### config.mk
export PLATFORM = sky130hd
export DESIGN_NAME = ebs_strobe_ctrl
export DESIGN_NICKNAME = d
export VERILOG_FILES = /design/src/logic/ebs_pkg.sv /design/src/logic/ebs_strobe_ctrl.sv /design/src/logic/ebs_sync.sv
export SDC_FILE = /design/constraint.sdc
export NUM_CORES = 1
export LEC_CHECK = 0
export BUFFER_PORTS_ARGS = -buffer_cell sky130_fd_sc_hd__clkbuf_2
export CAP_MARGIN = 15
export CORE_UTILIZATION = 47
export DETAILED_ROUTE_END_ITERATION = 7
export PLACE_DENSITY = 0.72
export SLEW_MARGIN = 5
export SYNTH_ARGS = -nofsm -noshare
export SYNTH_HDL_FRONTEND = slang
export SYNTH_SLANG_ARGS = --single-unit
### constraint.sdc
create_clock -name core_clk -period 1.2 [get_ports core_clk]
set_input_delay 0.06 -clock core_clk [delete_from_list [all_inputs] [get_ports core_clk]]
set_output_delay 0.06 -clock core_clk [all_outputs]
set_load 0.1 [all_outputs]
### src/logic/ebs_pkg.sv
// Purpose: shared constants and types of the external bus strobe control
// Assumes: one core clock at 10 MHz
// Notes:   bus strobes are active low at the pins
package ebs_pkg;

	// ---------------------------------------------------------------
	// Access kinds and address spaces
	// ---------------------------------------------------------------
	localparam logic [1:0] EBS_SPACE_PROG = 2'h0;
	localparam logic [1:0] EBS_SPACE_DATA = 2'h1;
	localparam logic [1:0] EBS_SPACE_IO   = 2'h2;

	// ---------------------------------------------------------------
	// Wait-state configuration
	// ---------------------------------------------------------------
	localparam int         EBS_WS_W       = 3;
	localparam logic [2:0] EBS_WS_ZERO    = 3'h0;
	localparam logic [2:0] EBS_WS_ONE     = 3'h1;

	// ---------------------------------------------------------------
	// Pin idle levels
	// ---------------------------------------------------------------
	localparam logic       EBS_EXT_ACCESS_STROBE_IDLE  = 1'h1;
	localparam logic       EBS_DIR_READ   = 1'h1;
	localparam logic       EBS_OE_ON      = 1'h0;
	localparam logic       EBS_OE_OFF     = 1'h1;

	typedef enum logic [1:0] {
		EBS_IDLE,
		EBS_ACCESS,
		EBS_WAIT
	} ebs_state_t;

endpackage : ebs_pkg

### src/logic/ebs_strobe_ctrl.sv
// Purpose: control strobes of the external memory interface
// Assumes: core issues one access request at a time, held until done
// Notes:   strobes active low; float only under the debug pin condition
module ebs_strobe_ctrl
(
	// Clock and reset
	input  wire logic                    core_clk,
	input  wire logic                    rst_n,
	// Core request side
	input  wire logic                    req,
	input  wire logic                    req_write,
	input  wire logic [1:0]              req_space,
	input  wire logic [ebs_pkg::EBS_WS_W-1:0] wait_state_config,
	input  wire logic                    port_c_bit0_sel_qual,
	input  wire logic                    port_c_bit0_gpio_dir_out,
	input  wire logic                    port_c_bit0_gpio_out,
	output logic                         done,
	// Pins from outside
	input  wire logic                    ready,
	input  wire logic                    debug_pin_one_float_n,
	input  wire logic                    test_reset,
	input  wire logic                    debug_pin_zero,
	input  wire logic                    port_c_bit0_gpio_i,
	output logic                         port_c_bit0_gpio_val,
	// Strobes, value and output enable (enable low drives)
	output logic                         ext_access_strobe_n,
	output logic                         read_strobe_n,
	output logic                         write_strobe_n,
	output logic                         rd_wr_dir,
	output logic                         prog_space_strobe_n,
	output logic                         data_space_strobe_n,
	output logic                         io_space_select_n,
	output logic                         strobe_oe_n,
	output logic                         port_c_bit0_gpio_o,
	output logic                         port_c_bit0_gpio_oe_n,
	output logic                         data_bus_oe_n
);

	import ebs_pkg::*;

	// ---------------------------------------------------------------
	// Reset release and pin synchronisers
	// ---------------------------------------------------------------
	logic       rst_meta_q;
	logic       rst_sync_n;
	logic [4:0] pins_sync;
	wire        ready_s;
	wire        float_s_n;
	wire        trst_s;
	wire        debug_pin_zero_s;
	wire        gpio_s;

	always_ff @(posedge core_clk or negedge rst_n) begin
		if (!rst_n) begin
			rst_meta_q <= 1'h0;
			rst_sync_n <= 1'h0;
		end else begin
			rst_meta_q <= 1'h1;
			rst_sync_n <= rst_meta_q;
		end
	end

	// Pin stages clear with the internal reset, so no stale READY survives it
	ebs_sync #(.W(5)) u_sync (
		.core_clk (core_clk),
		.rst_n    (rst_sync_n),
		.async_in ({ready, debug_pin_one_float_n, test_reset, debug_pin_zero, port_c_bit0_gpio_i}),
		.sync_out (pins_sync)
	);

	// Pins are unrelated, so per-bit synchronising is enough
	assign ready_s   = pins_sync[4];
	assign float_s_n = pins_sync[3];
	assign trst_s    = pins_sync[2];
	assign debug_pin_zero_s    = pins_sync[1];
	assign gpio_s    = pins_sync[0];

	// ---------------------------------------------------------------
	// Access sequencer
	// ---------------------------------------------------------------
	ebs_state_t          state_q;
	ebs_state_t          state_d;
	logic [EBS_WS_W-1:0] ws_cnt_q;
	logic [EBS_WS_W-1:0] ws_cnt_d;
	logic                wr_q;
	logic [1:0]          space_q;
	wire                 ws_left;
	wire                 ready_watch;
	wire                 finish;
	wire                 active_d;

	assign ws_left     = (ws_cnt_q != EBS_WS_ZERO);
	// Zero wait states never look at READY
	assign ready_watch = (wait_state_config >= EBS_WS_ONE);
	// Low READY stretches by one cycle, then looks again
	assign finish      = !ws_left && (!ready_watch || ready_s);

	always_comb begin
		state_d  = state_q;
		ws_cnt_d = ws_cnt_q;
		unique case (state_q)
			EBS_IDLE: begin
				if (req) begin
					state_d  = EBS_ACCESS;
					ws_cnt_d = wait_state_config;
				end
			end
			EBS_ACCESS, EBS_WAIT: begin
				if (ws_left) begin
					ws_cnt_d = ws_cnt_q - EBS_WS_ONE;
					state_d  = EBS_WAIT;
				end else if (finish) begin
					state_d = EBS_IDLE;
				end else begin
					state_d = EBS_WAIT;
				end
			end
		endcase
	end

	assign active_d = (state_d != EBS_IDLE);

	always_ff @(posedge core_clk or negedge rst_sync_n) begin
		if (!rst_sync_n) begin
			state_q  <= EBS_IDLE;
			ws_cnt_q <= EBS_WS_ZERO;
			wr_q     <= 1'h0;
			space_q  <= EBS_SPACE_PROG;
		end else begin
			state_q  <= state_d;
			ws_cnt_q <= ws_cnt_d;
			if (state_q == EBS_IDLE && req) begin
				wr_q    <= req_write;
				space_q <= req_space;
			end
		end
	end

	// ---------------------------------------------------------------
	// Strobe next values
	// ---------------------------------------------------------------
	wire wr_d;
	wire sp_d;
	wire [1:0] space_d;

	// In the start cycle the strobes follow the live request
	assign wr_d    = (state_q == EBS_IDLE) ? req_write : wr_q;
	assign space_d = (state_q == EBS_IDLE) ? req_space : space_q;
	assign sp_d    = active_d;

	wire ext_access_strobe_d  = sp_d ? 1'h0 : EBS_EXT_ACCESS_STROBE_IDLE;
	wire rd_d    = !(sp_d && !wr_d);
	// Write strobe and data drive share one edge
	wire we_d    = !(sp_d && wr_d);
	wire dir_d   = (sp_d && wr_d) ? !EBS_DIR_READ : EBS_DIR_READ;
	wire ps_d    = !(sp_d && space_d == EBS_SPACE_PROG);
	wire ds_d    = !(sp_d && space_d == EBS_SPACE_DATA);
	wire is_d    = !(sp_d && space_d == EBS_SPACE_IO);
	// Float needs all three debug conditions together
	wire float_d = !float_s_n && !trst_s && debug_pin_zero_s;
	// Done leaves with the strobes' return; a held request restarts next edge
	wire done_d  = (state_q != EBS_IDLE) && finish;
	// Qualifier is the plain inverse of direction
	wire qual_d  = !dir_d;
	wire gp_out  = port_c_bit0_sel_qual ? qual_d : port_c_bit0_gpio_out;
	wire gp_oe   = (port_c_bit0_sel_qual || port_c_bit0_gpio_dir_out) ? EBS_OE_ON : EBS_OE_OFF;

	always_ff @(posedge core_clk or negedge rst_sync_n) begin
		if (!rst_sync_n) begin
			ext_access_strobe_n   <= EBS_EXT_ACCESS_STROBE_IDLE;
			read_strobe_n         <= EBS_EXT_ACCESS_STROBE_IDLE;
			write_strobe_n        <= EBS_EXT_ACCESS_STROBE_IDLE;
			rd_wr_dir             <= EBS_DIR_READ;
			prog_space_strobe_n   <= EBS_EXT_ACCESS_STROBE_IDLE;
			data_space_strobe_n   <= EBS_EXT_ACCESS_STROBE_IDLE;
			io_space_select_n     <= EBS_EXT_ACCESS_STROBE_IDLE;
			strobe_oe_n           <= EBS_OE_ON;
			port_c_bit0_gpio_o    <= 1'h0;
			port_c_bit0_gpio_oe_n <= EBS_OE_OFF;
			port_c_bit0_gpio_val  <= 1'h0;
			data_bus_oe_n         <= EBS_OE_OFF;
			done                  <= 1'h0;
		end else begin
			ext_access_strobe_n   <= ext_access_strobe_d;
			read_strobe_n         <= rd_d;
			write_strobe_n        <= we_d;
			rd_wr_dir             <= dir_d;
			prog_space_strobe_n   <= ps_d;
			data_space_strobe_n   <= ds_d;
			io_space_select_n     <= is_d;
			strobe_oe_n           <= float_d ? EBS_OE_OFF : EBS_OE_ON;
			port_c_bit0_gpio_o    <= gp_out;
			port_c_bit0_gpio_oe_n <= gp_oe;
			port_c_bit0_gpio_val  <= gpio_s;
			data_bus_oe_n         <= we_d ? EBS_OE_OFF : EBS_OE_ON;
			done                  <= done_d;
		end
	end

	// ---------------------------------------------------------------
	// Access length tracking for the checks
	// ---------------------------------------------------------------
	// Saturates, so a device that holds READY low for long cannot wrap it
	logic [EBS_WS_W:0] len_q;
	wire  [EBS_WS_W:0] len_d;
	wire               len_full;

	assign len_full = &len_q;
	assign len_d    = (state_q == EBS_IDLE) ? '0 : len_q + {{EBS_WS_W{1'h0}}, !len_full};

	always_ff @(posedge core_clk or negedge rst_sync_n) begin
		if (!rst_sync_n) begin
			len_q <= '0;
		end else begin
			len_q <= len_d;
		end
	end
endmodule : ebs_strobe_ctrl

### src/logic/ebs_sync.sv
// Purpose: two flip-flop synchroniser for a group of pin inputs
// Assumes: inputs asynchronous to core_clk
// Notes:   first stage read only by the second stage
module ebs_sync #(
	parameter int W = 1
) (
	// Clock and reset
	input  wire logic         core_clk,
	input  wire logic         rst_n,
	// Data
	input  wire logic [W-1:0] async_in,
	output logic      [W-1:0] sync_out
);

	logic [W-1:0] meta_q;

	always_ff @(posedge core_clk or negedge rst_n) begin
		if (!rst_n) begin
			meta_q   <= '0;
			sync_out <= '0;
		end else begin
			meta_q   <= async_in;
			sync_out <= meta_q;
		end
	end

endmodule : ebs_sync
# [After elaboration in Yosys (flattened, before gate mapping)]
# Index checks and enable logic that the tools add are counted.
[op_classes] n_bitwise=0 n_shift=0 order_cmp=1 n_addsub=1 reduce_logical=29 eq_ne=6 n_mul=0 div_mod_pow=0 mux=14
[op_table] cell="$logic_and A1 B1 Y1" n=10
[op_table] cell="$logic_not A1 Y1" n=10
[op_table] cell="$mux W2" n=4
[op_table] cell="$mux W1" n=6
[op_table] cell="$mux W3" n=2
[op_table] cell="$pmux W3 S2" n=1
[op_table] cell="$eq A2 B1 Y1 const B" n=2
[op_table] cell="$eq A2 B2 Y1 const B" n=2
[op_table] cell="$logic_not A2 Y1" n=2
[op_table] cell="$ne A2 B2 Y1 const B" n=2
[op_table] cell="$pmux W2 S2" n=1
[op_table] cell="$reduce_bool A2 Y1" n=2
[op_table] cell="$ge A3 B1 Y1 const B" n=1
[op_table] cell="$reduce_bool A3 Y1" n=1
[op_table] cell="$sub A3 B1 Y3 const B" n=1
[op_table] cell="$logic_or A1 B1 Y1" n=2
[op_table] cell="$reduce_and A2 Y1" n=1
[op_table] cell="$reduce_or A2 Y1" n=1
[word_totals] n_memories=0 in_bits=17 reg_bits=32 latch_bits=0 ram_bits=0 romBits=0

# [Depth between registers and ports, before layout]
# Gate-level depths: netlist of the first run.
[logic_depth] ltp_word=10 mapped_depth=6

# [Hierarchy]
# A second synthesis of the first run with hierarchy kept.
[hier_totals] cells_unflattened=92 hier_area_um2=1199.9
[by_module_without_submodules] module="ebs_strobe_ctrl" cells_per_inst=82 n_inst=1 area_per_inst_um2=949.7
[by_module_without_submodules] module="ebs_sync" cells_per_inst=10 n_inst=1 area_per_inst_um2=250.2

# [Least setup slack after synthesis of the first run]
# OpenSTA, ideal clock, no wires.
[synth_timing] kind="reg-to-reg" from="register ws_cnt_q[0]" to="register port_c_bit0_gpio_o" path_slack_ns=-0.443 stages_incl_launch_ff=6 arrival_ns=1.519 period_less_slack_ns=1.643 cell_sequence="dfrtp_1 inv_1 ha_1 or2b_1 a221o_2 o31a_1"
[synth_via] elab_chain_len=9
[synth_rtl] item="start: declaration" line_no="ebs_strobe_ctrl.sv:83" text="logic [EBS_WS_W-1:0] ws_cnt_q;"
[synth_rtl] item="start signal: assignment" line_no="ebs_strobe_ctrl.sv:131" text="ws_cnt_q <= ws_cnt_d;"
[synth_rtl] item="$reduce_bool A3 Y1 (*)" line_no="ebs_strobe_ctrl.sv:92" text="assign ws_left = (ws_cnt_q != EBS_WS_ZERO);"
[synth_rtl] item="$logic_not A1 Y1" line_no="ebs_strobe_ctrl.sv:96" text="assign finish = !ws_left && (!ready_watch || ready_s);"
[synth_rtl] item="$logic_and A1 B1 Y1" line_no="ebs_strobe_ctrl.sv:96"
[synth_rtl] item="$mux W2" line_no="ebs_strobe_ctrl.sv:112" text="end else if (finish) begin"
[synth_rtl] item="$mux W2 (*)" line_no="ebs_strobe_ctrl.sv:109" text="if (ws_left) begin"
[synth_rtl] item="$pmux W2 S2 (*)" line_no="ebs_strobe_ctrl.sv:101" text="unique case (state_q)"
[synth_rtl] item="via state_d[1]" line_no="ebs_strobe_ctrl.sv:82" text="ebs_state_t state_d;"
[synth_rtl] item="$reduce_bool A2 Y1 (*)" line_no="ebs_strobe_ctrl.sv:121" text="assign active_d = (state_d != EBS_IDLE);"
[synth_rtl] item="$logic_and A1 B1 Y1 (*)" line_no="ebs_strobe_ctrl.sv:155" text="wire dir_d = (sp_d && wr_d) ? !EBS_DIR_READ : EBS_DIR_READ;"
[synth_rtl] item="$mux W1 (*)" line_no="ebs_strobe_ctrl.sv:165" text="wire gp_out = port_c_bit0_sel_qual ? qual_d : port_c_bit0_gpio_out;"
[synth_rtl] item="via gp_out" line_no="ebs_strobe_ctrl.sv:165"
[synth_rtl] item="end signal: assignment" line_no="ebs_strobe_ctrl.sv:192" text="port_c_bit0_gpio_o <= gp_out;"
[synth_rtl] item="end: declaration" line_no="ebs_strobe_ctrl.sv:34" text="output logic port_c_bit0_gpio_o,"
# The timed path passes the listed nets; every way through them passes the cells marked *.
# A chain may end at the register's enable or synchronous reset.

# [Worst setup path after layout of the first run]
[layout_timing] from="register ws_cnt_q[1]" to="register port_c_bit0_gpio_o"
# Same word-level chain as after synthesis.

==> results of run 1 <==
-- critical path: cells and delay by family (launching register included) --
| kind | cells | cell delay [ns] |
|---|---|---|
| buffers and inverters | 1 | 0.09 |
| adders and majority gates | 1 | 0.13 |
| AOI/OAI and AO/OA | 2 | 0.72 |
| and+or+nand+nor | 1 | 0.26 |
| DFF | 1 | 0.40 |
-- through the flow --
step	hold slack (ns)	util	instances	instance area, µm²	setup TNS [ns]
floorplan	-0.236	-	91	1210	-2.33
global placement	-0.154	0.703	160	1620	-3.46
CTS	0.00859	0.840	183	1930	-3.67
detailed placement	-0.149	0.703	160	1620	-3.94
global route	0.0302	0.897	192	2060	-5.70
finish	0.0373	0.897	192	2060	-5.06
-- registers in the layout (all words and copies together) (netlist names) --
name,count
data_bus_oe_n,1
data_space_strobe_n,1
done,1
ext_access_strobe_n,1
io_space_select_n,1
port_c_bit0_gpio_o,1
port_c_bit0_gpio_oe_n,1
port_c_bit0_gpio_val,1
prog_space_strobe_n,1
read_strobe_n,1
rst_meta_q,1
rst_sync_n,1
space_q,2
state_q,2
strobe_oe_n,1
u_sync.meta_q,5
u_sync.sync_out,5
wr_q,1
ws_cnt_q,3
-- kinds of logic (layout without fill, tap and decap cells) --
logic type,after synthesis,after routing,share of synthesized area
compound gates,16,16,0.0970
fa+ha+maj,3,3,0.0316
buf+inv,13,86,0.0548
flops,31,31,0.661
other cells,1,1,0.00316
mux,5,5,0.0464
simple gates,22,22,0.106
-- per-layer routing --
layer | vias to the layer above | GRT usage | share of wire
li1 | 453 | - | -
met1 | 506 | 0.296 | 0.39
met2 | 48 | 0.440 | 0.52
met3 | 15 | 0.130 | 0.052
met4 | 0 | 0.140 | 0.039
met5 | - | 0 | 0
-- worst max path at each step --
| stage | startpoint | to | slack [ns] | cells after the start |
|---|---|---|---|---|
| floorplan | state_q[1] | port_c_bit0_gpio_o | -0.39 | 5 |
| global placement | state_q[1] | port_c_bit0_gpio_o | -0.41 | 5 |
| detailed placement | ws_cnt_q[0] | port_c_bit0_gpio_o | -0.47 | 5 |
| CTS | ws_cnt_q[1] | port_c_bit0_gpio_o | -0.42 | 5 |
| global route | ws_cnt_q[1] | port_c_bit0_gpio_o | -0.53 | 5 |
| finish | ws_cnt_q[1] | port_c_bit0_gpio_o | -0.50 | 5 |
-- cell usage in the layout (no fill, tap or decap), drive strengths merged --
cell	instances
nand3b	1
or2b	1
o21bai	1
bufinv	1
o21ai	5
a211oi	1
nor2b	1
a32o	1
nor3	1
dfrtp	24
nor2	5
a31oi	1
ha	3
o31a	1
inv	9
or3b	1
conb	1
nand2	4
nand4	1
dfstp	7
o32ai	1
or3	1
and2b	1
mux2i	1
nor3b	4
buf	42
dlygate4sd3	11
a221o	2
o211ai	1
clkbuf	23
mux2	4
nand2b	1
o22ai	2
-- area by class of cell --
type	instances	area, µm²	area share
inverter	9	33.8	0.0164
multi-input combinational	47	475	0.231
tap	28	35.0	0.0170
sequential	31	788	0.383
clock buffer	7	45.0	0.0219
timing repair buffer	69	652	0.317
clock inverter	1	30.0	0.0146
-- power groups by stage --
stage / combinational, µW / sequential (µW) / clock (µW)
after floorplan: 1230 / 2350 / 0
after global placement: 2930 / 1590 / 0
after detailed placement: 3010 / 1600 / 0
after CTS: 3630 / 1590 / 790
after global routing: 4480 / 1650 / 861
final: 4320 / 1640 / 791
-- timing repair --
item	CTS	global route
hold endpoints to repair	9	2
buffers inserted	8	10
endpoints found under the setup margin	17	19
hold buffers	9	2
pin swaps	9	7
cloned	0	0
gates resized for setup	24	18
==> flow_metrics.tcl, run 1 <==
set metrics [dict create \
    run_status "finished with violations" \
    violations "setup timing" \
    p_int_uw 3800 \
    area_growth_pct 73.4 \
    start_kind "flip-flop" \
    cts.sinks 31 \
    r2r_setup_slack_ns -0.50 \
    slowest_stage "a221o_2" \
    antenna_cells 0 \
    portBuffers 29 \
    fmax_mhz 587 \
    synth.distinct_cells 33 \
    grt_max_degree 20 \
    ys_ff_latch 31 \
    syn_avg_cell_area_um2 13.0 \
    synth_ff_type "dfrtp_1" \
    synth.largest_area_cell "dfrtp_1" \
    path_cells "inv_2 -> ha_4 -> or2b_1 -> a221o_2 -> o31a_1" \
    async_flop_share 1.00 \
    num_rows 17 \
    wire_per_inst_um 17.6 \
    clk_latency_ns 0.34 \
    critical_path_class "flip-flop to flip-flop" \
    regToRegStartpoint "ws_cnt_q[1]" \
    dp_hpwl_um 1670 \
    postRouteAntennaNets 0 \
    clockBufferDepth 2 \
    rsz0062_at_grt "true" \
    cts_tree "yes" \
    die_area_um2 2730 \
    io_pins 30 \
    sw_frac_of_total 0.436 \
    die-width_um 52.3 \
    remaining_drc_errors 0 \
    syn-cell-area_um2 1190 \
    clock_skew_ns 0.0126 \
    routed_wl_um 3380 \
    ys_top_cells_by_count "dfrtp_1 (24), inv_1 (9), dfstp_2 (7), nor2_1 (5), o21ai_0 (5)" \
    critical-path-max-stage-delay_ns 0.45 \
    powerDensity_nw_per_um2 3280 \
    root_buffer "clkbuf_4" \
    seq_power_share 0.243 \
    report.final.hold_viol_count 0 \
    post-place-ws_ns -0.467 \
    die_y_um 52.3 \
    initial_utilization 0.517 \
    grtUsageTotal 0.273 \
    finalSetupViolations 18 \
    grt_pass1_wl_um 4870 \
    cp-end-kind "flip-flop" \
    period_share 1.42 \
    drv_slew 0 \
    drive_gt1_frac 0.604 \
    grt_pass1_vias 1022 \
    viasPerCell 5.32 \
    reg2reg_depth 5 \
    ys_warn_count 0 \
    min_path_type "input port to async pin" \
    syn_nets 111 \
    syn-instance-count 91 \
    coreArea_um2 2300 \
    net-switching-power_uw 2940 \
    antenna_found_initial 0 \
    p_clk_frac 0.117 \
    synth-seq-area-share 0.661 \
    p_leak_uw 0.000962 \
    fillers 93 \
    cts_buffers 5 \
    min_period_ns 1.70 \
    finalPower_uw 6750 \
    yosys.area.top_type_share 0.506 \
    power_frac_comb 0.640 \
    clk_pin_slew_ns 0.09 \
    peakVddDrop_v 0.00287 \
    synth-edff-count 0 \
    finalNetCount 183 \
    yosysMostFrequentCell "dfrtp_1" \
    worst_slack_ns -0.504 \
    gp_congestion 0.803 \
    cts_htree_levels 2 \
    critPathMaxFanout 7 \
    max_cap_viol_count 0 \
    firstDrtPassIters 4 \
    cp.arrival_ns 1.93 \
    grt-ovfl-total 0 \
    required_ns 1.42 \
    drtIter0Drc 13 \
    rr_endpoint "port_c_bit0_gpio_o" \
    vias 1022 \
    synth_area_leaders "dfrtp_1 (51%), dfstp_2 (15%), mux2_2 (3.8%), ha_1 (3.2%), inv_1 (2.8%)" \
]
Power figures use the tool's default switching activity.
==> run 2, diff against run 1 <==
--- a/config.mk
+++ b/config.mk
@@ -7,9 +7,9 @@
 export LEC_CHECK = 0
 export BUFFER_PORTS_ARGS = -buffer_cell sky130_fd_sc_hd__clkbuf_2
 export CAP_MARGIN = 15
-export CORE_UTILIZATION = 47
+export CORE_UTILIZATION = 46
 export DETAILED_ROUTE_END_ITERATION = 7
-export PLACE_DENSITY = 0.72
+export PLACE_DENSITY = 0.73
 export SLEW_MARGIN = 5
 export SYNTH_ARGS = -nofsm -noshare
 export SYNTH_HDL_FRONTEND = slang
==> constraint.sdc (replaced) <==
create_clock -name core_clk -period 1.4 [get_ports core_clk]
set_input_delay 0.07 -clock core_clk [delete_from_list [all_inputs] [get_ports core_clk]]
set_output_delay 0.07 -clock core_clk [all_outputs]
set_load 0.1 [all_outputs]
==> run 2 against run 1 <==
  * The flow still finishes with violations (setup timing)
  * Die area increased by 2.1%
  * Sequential share of layout area increased by 7.0 points
  * Global-route usage decreased by 7.8 points
  * Hold slack got worse by 0.020 ns
  * Maximum frequency increased by 3.8%
  * Final cell count decreased by 6.8%
  * Flip-flop and latch count unchanged
  * Final area decreased by 16%
  * Critical path depth unchanged
  * Setup slack improved by 0.26 ns
  * Critical path type unchanged
  * Critical endpoint unchanged
==> flow_metrics.tcl, run 2 (synthesis results as in run 1) <==
set metrics [dict create \
    firstDrtPassIters 5 \
    initial_utilization 0.484 \
    cts_tree "yes" \
    die_area_um2 2790 \
    portBuffers 29 \
    finalNetCount 168 \
    cp.arrival_ns 1.86 \
    report.final.hold_viol_count 0 \
    grt_pass1_vias 824 \
    slew-limit-headroom 0.632 \
    drv_slew 0 \
    cts.sinks 31 \
    num_rows 18 \
    root_buffer "clkbuf_4" \
    start_kind "flip-flop" \
    dp_hpwl_um 1640 \
    cts_htree_levels 2 \
    wire_per_inst_um 13.8 \
    grt-ovfl-total 0 \
    die-width_um 52.8 \
    path_buf_inv 1 \
    critical_path_class "flip-flop to flip-flop" \
    top_regs "u_sync.meta_q: 5 flops, u_sync.sync_out: 5 flops, ws_cnt_q: 3 flops" \
    grt_max_degree 20 \
    final_core_util 0.706 \
    critPathTopFamily "compound AO/OA/AOI/OAI gates" \
    drive_gt1_frac 0.523 \
    tightest_slew_ns 0.554 \
    remaining_drc_errors 0 \
    vias 872 \
    fmax_mhz 609 \
    cts_buffers 5 \
    required_ns 1.62 \
    drtIter0Drc 11 \
    coreArea_um2 2450 \
    slowest_stage "a221o_2" \
    rsz0062_at_grt "true" \
    area_growth_pct 46.0 \
    layout_common_cells "dfrtp_1 (24), clkbuf_2 (20), buf_4 (20)" \
    period_share 1.17 \
    worst_slack_ns -0.243 \
    run_status "finished with violations" \
    violations "setup timing" \
    min_path_type "input port to flip-flop" \
    antenna_cells 0 \
    gp_congestion 0.701 \
    placed_cells 158 \
    antenna_found_initial 0 \
    io_pins 30 \
    critPathMaxFanout 8 \
    postRouteAntennaNets 0 \
    max_cap_viol_count 0 \
    clk_pin_slew_ns 0.11 \
    critical-path-max-stage-delay_ns 0.44 \
    path_cells "inv_2 -> ha_4 -> or2b_1 -> a221o_2 -> o31a_1" \
    final_cells 179 \
    finalSetupViolations 9 \
    clk_latency_ns 0.34 \
    clockBufferDepth 2 \
    clock_skew_ns 0.0110 \
    layout_commonest_cell "dfrtp_1" \
    viasPerCell 4.87 \
    min_period_ns 1.64 \
    die_y_um 52.8 \
    routed_wl_um 2470 \
    final.setup.tns_ns -1.14 \
    grt_pass1_wl_um 3690 \
    cp-end-kind "flip-flop" \
    grtUsageTotal 0.195 \
]
-- run 2: cell count changes in the layout (fill, tap and decap cells not counted), sizes merged --
cell	before	now
buf	42	25
clkinvlp	0	2
clkbuf	23	25
clkinv	0	1
bufinv	1	0
dlygate4sd3	11	9
-- run 2: metrics by stage --
| step | area (µm²) | hold WS, ns | setup slack [ns] |
|---|---|---|---|
| 2_1_floorplan | 1190 | -0.226 | -0.194 |
| 3_3_place_gp | 1470 | -0.142 | -0.203 |
| 3_5_place_dp | 1470 | -0.143 | -0.270 |
| 4_1_cts | 1650 | 0.00954 | -0.249 |
| 5_1_grt | 1730 | 0.0193 | -0.287 |
| 6_report | 1730 | 0.0171 | -0.243 |
-- run 2: what timing repair did --
item	in CTS	in global routing
endpoints found under the setup margin	11	13
cloned	0	0
setup buffers	1	4
hold buffers	9	0
gates resized for setup	7	12
endpoints found under the hold margin	9	0
pin swaps	3	1
-- run 2: path summary, 6_finish.rpt --
| check | from | endpoint | slack, ns | cells after the start |
|---|---|---|---|---|
| min in group asynchronous | rst_n | rst_meta_q | 0.06 | 2 |
| worst max-delay path | ws_cnt_q[0] | port_c_bit0_gpio_o | -0.24 | 5 |
| worst max register to register | ws_cnt_q[0] | port_c_bit0_gpio_o | -0.24 | 5 |
| worst min-delay path | wait_state_config[0] | ws_cnt_q[0] | 0.02 | 3 |
| worst min register to register | rst_sync_n | u_sync.meta_q[1] | 0.19 | 0 |
| max in group asynchronous | rst_sync_n | prog_space_strobe_n | 0.66 | 1 |
-- run 2: routing by layer --
metal	GRT usage	wire [µm]
met1	0.246	1080
met5	0	0
met2	0.310	1270
met4	0.0789	27
met3	0.0609	87
-- run 2: worst register-to-register path: stages (launching register included) --
cell and delay [ns]:
dfrtp_1 0.39, inv_2 0.08, ha_4 0.13, or2b_1 0.24, a221o_2 0.44, o31a_1 0.26
-- run 2: cell type report --
type,instances,area [µm²]
clock inverters,3,20.0
clock buffers,5,37.5
well taps,30,37.5
repair buffers,54,405
inverters,9,33.8
multi-input cells,47,415
fillers,179,721
flip-flops and latches,31,785
Power of run 2 is not shown: default switching activity piles up to over one toggle a cycle in this logic, so the estimate is an artifact.
==> run 3, diff against run 2 <==
--- a/config.mk
+++ b/config.mk
@@ -7,9 +7,9 @@
 export LEC_CHECK = 0
 export BUFFER_PORTS_ARGS = -buffer_cell sky130_fd_sc_hd__clkbuf_2
 export CAP_MARGIN = 15
-export CORE_UTILIZATION = 46
+export CORE_UTILIZATION = 47
 export DETAILED_ROUTE_END_ITERATION = 7
-export PLACE_DENSITY = 0.73
+export PLACE_DENSITY = 0.72
 export SLEW_MARGIN = 5
 export SYNTH_ARGS = -nofsm -noshare
 export SYNTH_HDL_FRONTEND = slang
==> constraint.sdc (replaced) <==
create_clock -name core_clk -period 1.8 [get_ports core_clk]
set_input_delay 0.09 -clock core_clk [delete_from_list [all_inputs] [get_ports core_clk]]
set_output_delay 0.09 -clock core_clk [all_outputs]
set_load 0.1 [all_outputs]
==> run 3 against run 2 <==
  * Highest routed layer unchanged
  * Flip-flop and latch count stayed put
  * Largest cell class unchanged
  * Non-clock buffer count fell by 13
  * First-iteration DRC count rose by 73%
  * Utilization decreased by 5.2 points
  * The run now ends clean
  * Die area shrank 2.1%
==> flow_metrics.tcl, run 3 (synthesis results as in run 1) <==
set metrics [dict create \
    final.setup.tns_ns 0 \
    antenna_found_initial 0 \
    wire_per_inst_um 12.4 \
    postRouteAntennaNets 0 \
    period_share 0.956 \
    cts_buffers 5 \
    min_period_ns 1.72 \
    r2r_setup_slack_ns 0.08 \
    start_kind "flip-flop" \
    dp_hpwl_um 1490 \
    routed_wl_um 2030 \
    grtUsageTotal 0.182 \
    layout_common_cells "clkbuf_2 (29), dfrtp_1 (24), dlygate4sd3_1 (9)" \
    cp.arrival_ns 1.94 \
    grt_max_degree 16 \
    reg2reg_depth 5 \
    whs_ns 0.0433 \
    finalSetupViolations 0 \
    initial_utilization 0.517 \
    multi_input_area_um2 338 \
    portBuffers 29 \
    final_cells 164 \
    clockBufferDepth 2 \
    finalNetCount 155 \
    layout_commonest_cell "clkbuf_2" \
    drtIter0Drc 19 \
    critical_path_class "flip-flop to flip-flop" \
    top_regs "u_sync.meta_q: 5 flops, u_sync.sync_out: 5 flops, ws_cnt_q: 3 flops" \
    io_pins 30 \
    viasPerCell 5.04 \
    num_rows 17 \
    grt-ovfl-total 0 \
    vias 826 \
    clk_latency_ns 0.33 \
    rr_endpoint "port_c_bit0_gpio_o" \
    cts_htree_levels 2 \
    placed_cells 147 \
    grt_pass1_vias 729 \
    max_cap_viol_count 0 \
    required_ns 2.01 \
    crit_end "port_c_bit0_gpio_o" \
    drive_gt1_frac 0.397 \
    root_buffer "clkbuf_4" \
    cts_tree "yes" \
    regToRegStartpoint "ws_cnt_q[0]" \
    clk_pin_slew_ns 0.10 \
    remaining_drc_errors 0 \
    firstDrtPassIters 4 \
    antenna_cells 0 \
    die_y_um 52.3 \
    cp-end-kind "flip-flop" \
    drv_slew 0 \
    fillers 170 \
    postCtsSetupBuffers 0 \
    crit_start "ws_cnt_q[0]" \
    grt_pass1_wl_um 3290 \
    die-width_um 52.3 \
    critPathMaxFanout 8 \
    die_area_um2 2730 \
    tightest_slew_ns 0.553 \
    run_status "completed" \
    final-seq-area_um2 785 \
    fmax_mhz 581 \
    area_growth_pct 26.6 \
    rsz0062_at_grt "false" \
    min_path_type "input port to flip-flop" \
    clock_skew_ns 0.00874 \
    gp_congestion 0.910 \
    slew-limit-headroom 0.631 \
    report.final.hold_viol_count 0 \
    coreArea_um2 2300 \
    cts.sinks 31 \
]
==> run 3: changes by cell type in the layout (fill, tap and decap cells not counted), sizes merged <==
cell      before  now
buf           25    3
clkbuf        25   35
clkinvlp       2    1
==> run 3: area by class of cell <==
cell class | instances | area share
inverter | 9 | 0.0225
tap | 28 | 0.0233
clock buffer | 6 | 0.0275
sequential | 31 | 0.522
multi-input combinational | 47 | 0.225
clock inverter | 2 | 0.00833
timing repair buffer | 41 | 0.172
==> run 3: worst max-delay path, stage by stage (launching register included) <==
cell	delay (ns)
dfrtp_1	0.39
inv_2	0.08
ha_1	0.18
or2b_1	0.28
a221o_2	0.43
o31a_1	0.25
==> run 3: worst min path at each step <==
stage	end	start	cells after the start
after detailed placement	rst_meta_q	rst_n	1
after floorplan	rst_meta_q	rst_n	0
after CTS	space_q[1]	req_space[1]	2
after global placement	rst_sync_n	rst_n	1
final	space_q[1]	req_space[1]	2
after global routing	space_q[1]	req_space[1]	2
==> run 3: stage by stage <==
| stage | setup WS (ns) | util | cell area, µm² |
|---|---|---|---|
| 3_5_place_dp | 0.0503 | 0.592 | 1360 |
| 3_3_place_gp | 0.105 | 0.592 | 1360 |
| 6_report | 0.0785 | 0.654 | 1500 |
| 5_1_grt | 0.0125 | 0.654 | 1500 |
| 2_1_floorplan | 0.157 | - | 1190 |
| 4_1_cts | 0.0352 | 0.654 | 1500 |
==> run 3: what timing repair did <==
| action | in CTS | in global routing |
|---|---|---|
| setup endpoints to repair | 0 | 4 |
| endpoints found under the hold margin | 9 | 0 |
| resized for setup | 0 | 1 |
| hold buffers | 9 | 0 |
==> run 3: routing by layer <==
| metal | up-vias | wire length (µm) | track usage |
|---|---|---|---|
| met5 | - | 0 | 0 |
| met4 | 0 | 35 | 0.0921 |
| met3 | 5 | 147 | 0.0870 |
| met2 | 34 | 968 | 0.261 |
| met1 | 393 | 874 | 0.229 |
| li1 | 394 | - | - |
Power of run 3 is left out for the same reason.
